### src/design/pm_phy_regs_map.vh
// Offsets, bit positions and reset values of the power-management
// and PHY output control configuration registers.
// Assumes byte offsets within a 256-byte configuration space.
`ifndef PM_PHY_REGS_MAP_VH
`define PM_PHY_REGS_MAP_VH

// Configuration offsets
`define PM_CSR_OFF       8'h48
`define PM_EXT_OFF       8'h4a
`define PHY_CTRL_OFF     8'hec
`define MISC_CFG_OFF     8'hf0

// Dword index slice of a byte offset
`define DW_MSB           7
`define DW_LSB           2

// Byte lanes
`define LANE_LO          0
`define LANE_HI          1

// Power-management control/status fields
`define WAKE_STS_BIT     15
`define WAKE_EN_BIT      8
`define PWR_LVL_MSB      1
`define PWR_LVL_LSB      0

// PHY output control fields
`define ROUTE_BIT        7
`define COMPLY_BIT       3

// Unpowered-wake capability in the miscellaneous register
`define CAP_BIT          15

// Reset values
`define PWR_LVL_RST      2'h0
`define WAKE_STS_RST     1'h0
`define WAKE_EN_RST      1'h0
`define ROUTE_RST        1'h0
`define COMPLY_RST       1'h1
`define CAP_RST          1'h0
`define WAKE_OE_N_RST    1'h1
`define SYNC_RST         1'h0
`define CNA_OUT_RST      1'h0
`define RDATA_RST        32'h0000_0000

`endif

### src/design/pm_phy_regs.v
// Power-management control/status, extension and PHY output control
// configuration registers, plus the unpowered-wake capability bit.
// Assumes a one-cycle configuration access strobe on the PCI clock,
// a power-on reset for sticky state, and the PHY indicator arriving
// from another clock domain.
`timescale 1ns/100ps
`default_nettype none
`include "pm_phy_regs_map.vh"

module pm_phy_regs
(
	input  wire        clock_i,
	input  wire        srst_i,
	input  wire        por_i,
	input  wire        d3hot_rst_i,
	input  wire        cfg_wr_i,
	input  wire        cfg_rd_i,
	input  wire [7:0]  cfg_addr_i,
	input  wire [3:0]  cfg_be_i,
	input  wire [31:0] cfg_wdata_i,
	output reg  [31:0] cfg_rdata_o,
	input  wire        wake_event_i,
	output wire        wake_pme_o,
	output reg         wake_pme_oe_n_o,
	input  wire        eeprom_load_i,
	input  wire [7:0]  eeprom_byte_i,
	input  wire        cable_activity_indicator_i,
	output reg         cable_activity_out_o,
	output wire [1:0]  power_level_o,
	output wire        wake_from_unpowered_cap_o
);

	// Dword match; the byte lane picks the half
	function dw_hit;
		input [7:0] addr;
		input [7:0] off;
		begin
			dw_hit = (addr[`DW_MSB:`DW_LSB] == off[`DW_MSB:`DW_LSB]);
		end
	endfunction

	reg        wake_sts_q;
	reg        wake_sts_d;
	reg        wake_en_q;
	reg        wake_en_d;
	reg  [1:0] pwr_lvl_q;
	reg  [1:0] pwr_lvl_d;
	reg        route_q;
	reg        route_d;
	reg        comply_q;
	reg        comply_d;
	reg        cap_q;
	reg        cap_d;
	reg        cna_meta_q;
	reg        cna_sync_q;
	reg [31:0] rdata_d;
	reg        oe_n_d;

	wire       hit_csr;
	wire       hit_phy;
	wire       hit_misc;
	wire       wr_csr_lo;
	wire       wr_csr_hi;
	wire       wr_phy_lo;
	wire       wr_misc_hi;
	wire       sts_clear;

	assign hit_csr    = dw_hit(cfg_addr_i, `PM_CSR_OFF);
	assign hit_phy    = dw_hit(cfg_addr_i, `PHY_CTRL_OFF);
	assign hit_misc   = dw_hit(cfg_addr_i, `MISC_CFG_OFF);

	// lane gated writes
	// Only lanes holding writable bits are decoded at all
	assign wr_csr_lo  = cfg_wr_i & hit_csr & cfg_be_i[`LANE_LO];
	assign wr_csr_hi  = cfg_wr_i & hit_csr & cfg_be_i[`LANE_HI];
	assign wr_phy_lo  = cfg_wr_i & hit_phy & cfg_be_i[`LANE_LO];
	assign wr_misc_hi = cfg_wr_i & hit_misc & cfg_be_i[`LANE_HI];

	assign sts_clear  = wr_csr_hi & cfg_wdata_i[`WAKE_STS_BIT];

	// Open-drain wake line only ever pulls low
	assign wake_pme_o = 1'h0;

	assign power_level_o = pwr_lvl_q;
	assign wake_from_unpowered_cap_o = cap_q;

	always @*
	begin
		wake_sts_d = wake_sts_q;
		// set regardless of enable
		// Set beats a clear in the same cycle, so no event is lost
		if (wake_event_i)
		begin
			wake_sts_d = 1'h1;
		end
		else if (sts_clear)
		begin
			wake_sts_d = 1'h0;
		end
	end

	always @*
	begin
		wake_en_d = wake_en_q;
		pwr_lvl_d = pwr_lvl_q;
		if (wr_csr_hi)
		begin
			wake_en_d = cfg_wdata_i[`WAKE_EN_BIT];
		end
		if (wr_csr_lo)
		begin
			pwr_lvl_d = cfg_wdata_i[`PWR_LVL_MSB:`PWR_LVL_LSB];
		end
	end

	always @*
	begin
		route_d  = route_q;
		comply_d = comply_q;
		cap_d    = cap_q;
		// other EEPROM bits dropped
		// Load wins over a coincident write; it happens once after reset
		if (eeprom_load_i)
		begin
			route_d  = eeprom_byte_i[`ROUTE_BIT];
			comply_d = eeprom_byte_i[`COMPLY_BIT];
		end
		else if (wr_phy_lo)
		begin
			route_d  = cfg_wdata_i[`ROUTE_BIT];
			comply_d = cfg_wdata_i[`COMPLY_BIT];
		end
		if (wr_misc_hi)
		begin
			cap_d = cfg_wdata_i[`CAP_BIT];
		end
	end

	// sticky when capable
	// Power-on reset clears everything; bus reset spares sticky bits
	always @(posedge clock_i)
	begin
		if (por_i)
		begin
			wake_sts_q <= `WAKE_STS_RST;
			wake_en_q  <= `WAKE_EN_RST;
			pwr_lvl_q  <= `PWR_LVL_RST;
			cap_q      <= `CAP_RST;
		end
		else if (srst_i)
		begin
			pwr_lvl_q <= `PWR_LVL_RST;
			if (!cap_q)
			begin
				wake_sts_q <= `WAKE_STS_RST;
				wake_en_q  <= `WAKE_EN_RST;
			end
			else
			begin
				wake_sts_q <= wake_sts_d;
				wake_en_q  <= wake_en_q;
			end
		end
		else
		begin
			wake_sts_q <= wake_sts_d;
			wake_en_q  <= wake_en_d;
			pwr_lvl_q  <= pwr_lvl_d;
			cap_q      <= cap_d;
		end
	end

	always @(posedge clock_i)
	begin
		if (por_i || srst_i || d3hot_rst_i)
		begin
			route_q  <= `ROUTE_RST;
			comply_q <= `COMPLY_RST;
		end
		else
		begin
			route_q  <= route_d;
			comply_q <= comply_d;
		end
	end

	always @*
	begin
		oe_n_d = ~(wake_sts_d & wake_en_d);
		// Sticky bits keep the line through a bus reset; others drop it
		if (srst_i && cap_q)
		begin
			oe_n_d = ~(wake_sts_d & wake_en_q);
		end
		else if (srst_i)
		begin
			oe_n_d = `WAKE_OE_N_RST;
		end
	end

	// Registered so the open-drain enable never glitches
	always @(posedge clock_i)
	begin
		if (por_i)
		begin
			wake_pme_oe_n_o <= `WAKE_OE_N_RST;
		end
		else
		begin
			wake_pme_oe_n_o <= oe_n_d;
		end
	end

	// Indicator comes from the PHY clock domain
	always @(posedge clock_i)
	begin
		if (por_i || srst_i)
		begin
			cna_meta_q <= `SYNC_RST;
			cna_sync_q <= `SYNC_RST;
		end
		else
		begin
			cna_meta_q <= cable_activity_indicator_i;
			cna_sync_q <= cna_meta_q;
		end
	end

	// route to terminal
	// Output trails the pin by three clocks: two synchroniser stages plus the output flop
	always @(posedge clock_i)
	begin
		if (por_i || srst_i || d3hot_rst_i)
		begin
			cable_activity_out_o <= `CNA_OUT_RST;
		end
		else
		begin
			cable_activity_out_o <= route_q & cna_sync_q;
		end
	end

	// upper bits zero
	// Unmapped dwords read as zero
	always @*
	begin
		rdata_d = `RDATA_RST;
		if (hit_csr)
		begin
			rdata_d[`WAKE_STS_BIT] = wake_sts_q;
			rdata_d[`WAKE_EN_BIT]  = wake_en_q;
			rdata_d[`PWR_LVL_MSB:`PWR_LVL_LSB] = pwr_lvl_q;
		end
		else if (hit_phy)
		begin
			rdata_d[`ROUTE_BIT]  = route_q;
			rdata_d[`COMPLY_BIT] = comply_q;
		end
		else if (hit_misc)
		begin
			rdata_d[`CAP_BIT] = cap_q;
		end
	end

	// Read data held until the next read or a bus or power-on reset
	always @(posedge clock_i)
	begin
		if (por_i || srst_i)
		begin
			cfg_rdata_o <= `RDATA_RST;
		end
		else if (cfg_rd_i)
		begin
			cfg_rdata_o <= rdata_d;
		end
	end

endmodule // pm_phy_regs

`default_nettype wire

### config.mk
export PLATFORM = sky130hd
export DESIGN_NAME = pm_phy_regs
export DESIGN_NICKNAME = d
export VERILOG_FILES = /design/src/design/pm_phy_regs.v
export VERILOG_INCLUDE_DIRS = /design/src /design/src/design
export SDC_FILE = /design/constraint.sdc
export NUM_CORES = 1
export LEC_CHECK = 0
export ABC_AREA = 1
export BUFFER_PORTS_ARGS = -buffer_cell sky130_fd_sc_hd__buf_2
export CAP_MARGIN = 25
export CORE_MARGIN = 2
export CORE_UTILIZATION = 29
export CTS_CLUSTER_DIAMETER = 60
export DETAILED_ROUTE_END_ITERATION = 8
export PLACE_DENSITY = 0.65
export SYNTH_ARGS = -nofsm -noshare
export SYNTH_HDL_FRONTEND = slang
export SYNTH_SLANG_ARGS = --single-unit
### constraint.sdc
create_clock -name clock_i -period 2.3 [get_ports clock_i]
set_input_delay 0.115 -clock clock_i [delete_from_list [all_inputs] [get_ports clock_i]]
set_output_delay 0.115 -clock clock_i [all_outputs]
set_load 0.01 [all_outputs]
==> results.txt <==
Status - finished, final reports clean
CTS tree - built
Xor/xnor share of the synthesized area - 0%
Slew Limit Fails - 0
Synthesized area per cell - 7.14 µm²
Post-cts resize count - 0
Placed Cells - 226
Share of cells above drive strength 1 - 29.3%
Via/cell ratio - 3.97
Crit path buffers/inverters - 1
Worst hold path class - in2reg
Sw Share - 28.0%
DR DRC count - 0
Synth Register Bits - 17
Later-pin clock latency in the skew report - 0.28 ns
Critical path, cell by cell - buf_2
WL final - 1.96 mm
CTS Root Cell - clkbuf_4
Internal cell power - 0.397 mW
Setup Skew - 0.00448 ns
Setup TNS - 0 ns
Largest stage delay on the critical path - 0.37 ns
CP max FO - 3
Nets - 246
Starting density of the core - 30.7%
HPWL after DPL - 1.65 mm
Max clock buf depth - 2
Post-CTS Hold Buffers - 0
Worst-path clk slew - 0.09 ns
Initial antenna violation count - 0
Die Wd - 64.2 µm
Logic pwr share - 17.5%
Core ar. - 3420 µm²
DR pass1 iterations - 4
Synth area leaders - dfxtp_1 (32%), buf_4 (19%), nand2_1 (7.5%), inv_1 (6.4%), nand3_1 (5.7%)
Clock sink count - 17
Leakage - 0.659 nW
Synth Warn # - 0
Peak VDD IR - 0.230 mV
Netlist cell types - 25
Most flop-heavy register - cfg_rdata_o
First-pass GRT wire length - 2.89 mm
Sw power - 0.154 mW
Worst EP arrival - 0.80 ns
Synthesized cell area - 1050 µm²
Post-Layout Cell Count - 230
Sequential-to-total area share from yosys stat - 32.4%
Clk pwr share - 27.8%
I/O Pins - 99
Wire length on met3 - 135 µm
Cells after synthesis - 147
Final hold viol count - 0
Largest net degree at the start of global routing - 12
RSZ-0062 raised after global routing - false
CP startpoint kind - flop
Highest metal used - met4
Worst setup EP type - output pin
Adder-cell area share of the yosys netlist - 0%
Period utilization - 39.8%
CTS buffer count - 3
Critical path's slowest cell - dfxtp_1
Simple logic cell fraction of the synthesized area - 31.8%
WL per Instance - 8.53 µm
H-tree levels - 1
CP delay by family, top - flip-flops
Fmax - 1.09 GHz
Max reg flops - 6
Compound-gate portion of the synthesized area - 7.51%
Wl on met1 - 831 µm
Die area - 4120 µm²
Top cell type's share of synthesized area - 32.4%
Vias in the first global route - 697
Vias post-DR - 912
Grt ovf - 0
Number of port buffers - 35
Fin crit period - 0.914 ns
Synthesis-to-finish area growth - 14.3%
Share of synthesized area spent on multiplexers - 0%
Met2 Routed Length - 982 µm
CP required - 2.18 ns
Chip height - 64.2 µm
Final setup viols - 0
GRT Total Usage - 9.01%
GPL Wtd Cong - 0.781
Sequential Power Share - 54.7%
Initial DRC count - 25
Synth area leader - dfxtp_1
Antenna Nets Post-Route - 0
Pwr/cell area - 460 nW/µm²
Antenna diodes - 0
# rows - 21
Fill count - 396
MaxCap Viol Count - 0
Post CTS Setup Buffer Count - 0
Largest family of logic cells by synthesized area - simple AND/OR/NAND/NOR gates
Worst setup path class - reg2out
[stage by stage]
stage	instance area [µm²]	worst slack (ns)	power [mW]	hold WS, ns	util [%]
floorplan	1150	1.42	0.404	0.227	-
global placement	1170	1.31	0.404	0.346	34.4
detailed placement	1170	1.30	0.405	0.350	34.4
CTS	1200	1.37	0.560	0.0384	35.1
global route	1200	1.32	0.590	0.0270	35.1
finish	1200	1.39	0.552	0.0431	35.1
[cells by family after synthesis]
kind of cell | count (synthesis)
buffers and inverters | 51
AND/OR/NAND/NOR | 64
other | 1
AO/OA/AOI/OAI | 14
flip-flops | 17
[cell usage after synthesis]
| cell | instances |
|---|---|
| a21boi_1 | 1 |
| a21oi_1 | 7 |
| and3_1 | 1 |
| buf_4 | 27 |
| clkbuf_1 | 1 |
| clkinv_1 | 1 |
| conb_1 | 1 |
| dfxtp_1 | 17 |
| inv_1 | 18 |
| inv_2 | 4 |
| nand2_1 | 21 |
| nand2_2 | 3 |
| nand3_1 | 12 |
| nand3_2 | 1 |
| nand4_1 | 4 |
| nand4_2 | 1 |
| nor2_1 | 15 |
| nor2_2 | 1 |
| nor2_4 | 1 |
| nor2_8 | 1 |
| nor2b_2 | 1 |
| nor3_2 | 2 |
| o21ai_0 | 3 |
| o21ai_1 | 2 |
| o21bai_2 | 1 |
[power groups by stage]
| stage | combinational (mW) | clock (mW) | sequential [mW] |
|---|---|---|---|
| after global routing | 0.109 | 0.179 | 0.302 |
| after floorplan | 0.0954 | 0 | 0.309 |
| after CTS | 0.0970 | 0.161 | 0.302 |
| after global placement | 0.0953 | 0 | 0.308 |
| after detailed placement | 0.0968 | 0 | 0.308 |
| final | 0.0967 | 0.153 | 0.302 |
[area by class of cell]
class,count,area [µm²],share of cell area (%)
clock buffers,4,26.3,2.19
flip-flops and latches,17,340,28.4
repair buffers,35,175,14.6
multi-input cells,105,514,42.9
well taps,46,57.6,4.80
inverters,23,86.3,7.19
[per-layer routing]
layer  track usage, %  up-vias
met1             9.84      401
li1                 -      481
met2             15.5       28
met5                0        -
met3             3.87        2
met4             3.19        0
[worst register-to-register path: cells and delay by family, from the launching register on]
kind            cells  cell delay [ns]
compound gates      1             0.16
buf+inv             2             0.12
flops               1             0.36
simple gates        2             0.16
[final timing paths]
| path | end | startpoint | cells past startpoint | slack (ns) |
|---|---|---|---|---|
| setup / recovery | power_level_o[0] | power_level_o[0]$_SDFFE_PP0P_ | 1 | 1.39 |
| hold / removal | cna_meta_q$_SDFF_PP0_ | cable_activity_indicator_i | 3 | 0.04 |
| setup reg to reg | wake_pme_oe_n_o$_SDFF_PP1_ | wake_from_unpowered_cap_o$_SDFFE_PP0P_ | 5 | 1.40 |
| hold reg to reg | cna_sync_q$_SDFF_PP0_ | cna_meta_q$_SDFF_PP0_ | 2 | 0.41 |
[placed cells by master, fill, tap and decap left out, types with 2 or more instances in the layout]
cell       n
nand3_1   12
nand2_1   21
dfxtp_1   17
conb_1    27
buf_2     35
nand4_1    4
nor2_1    15
inv_1     18
o21ai_0    3
nand2_2    3
o21ai_1    2
clkbuf_4   3
inv_2      4
nor3_2     2
a21oi_1    7
Power figures use the tool's default switching activity.
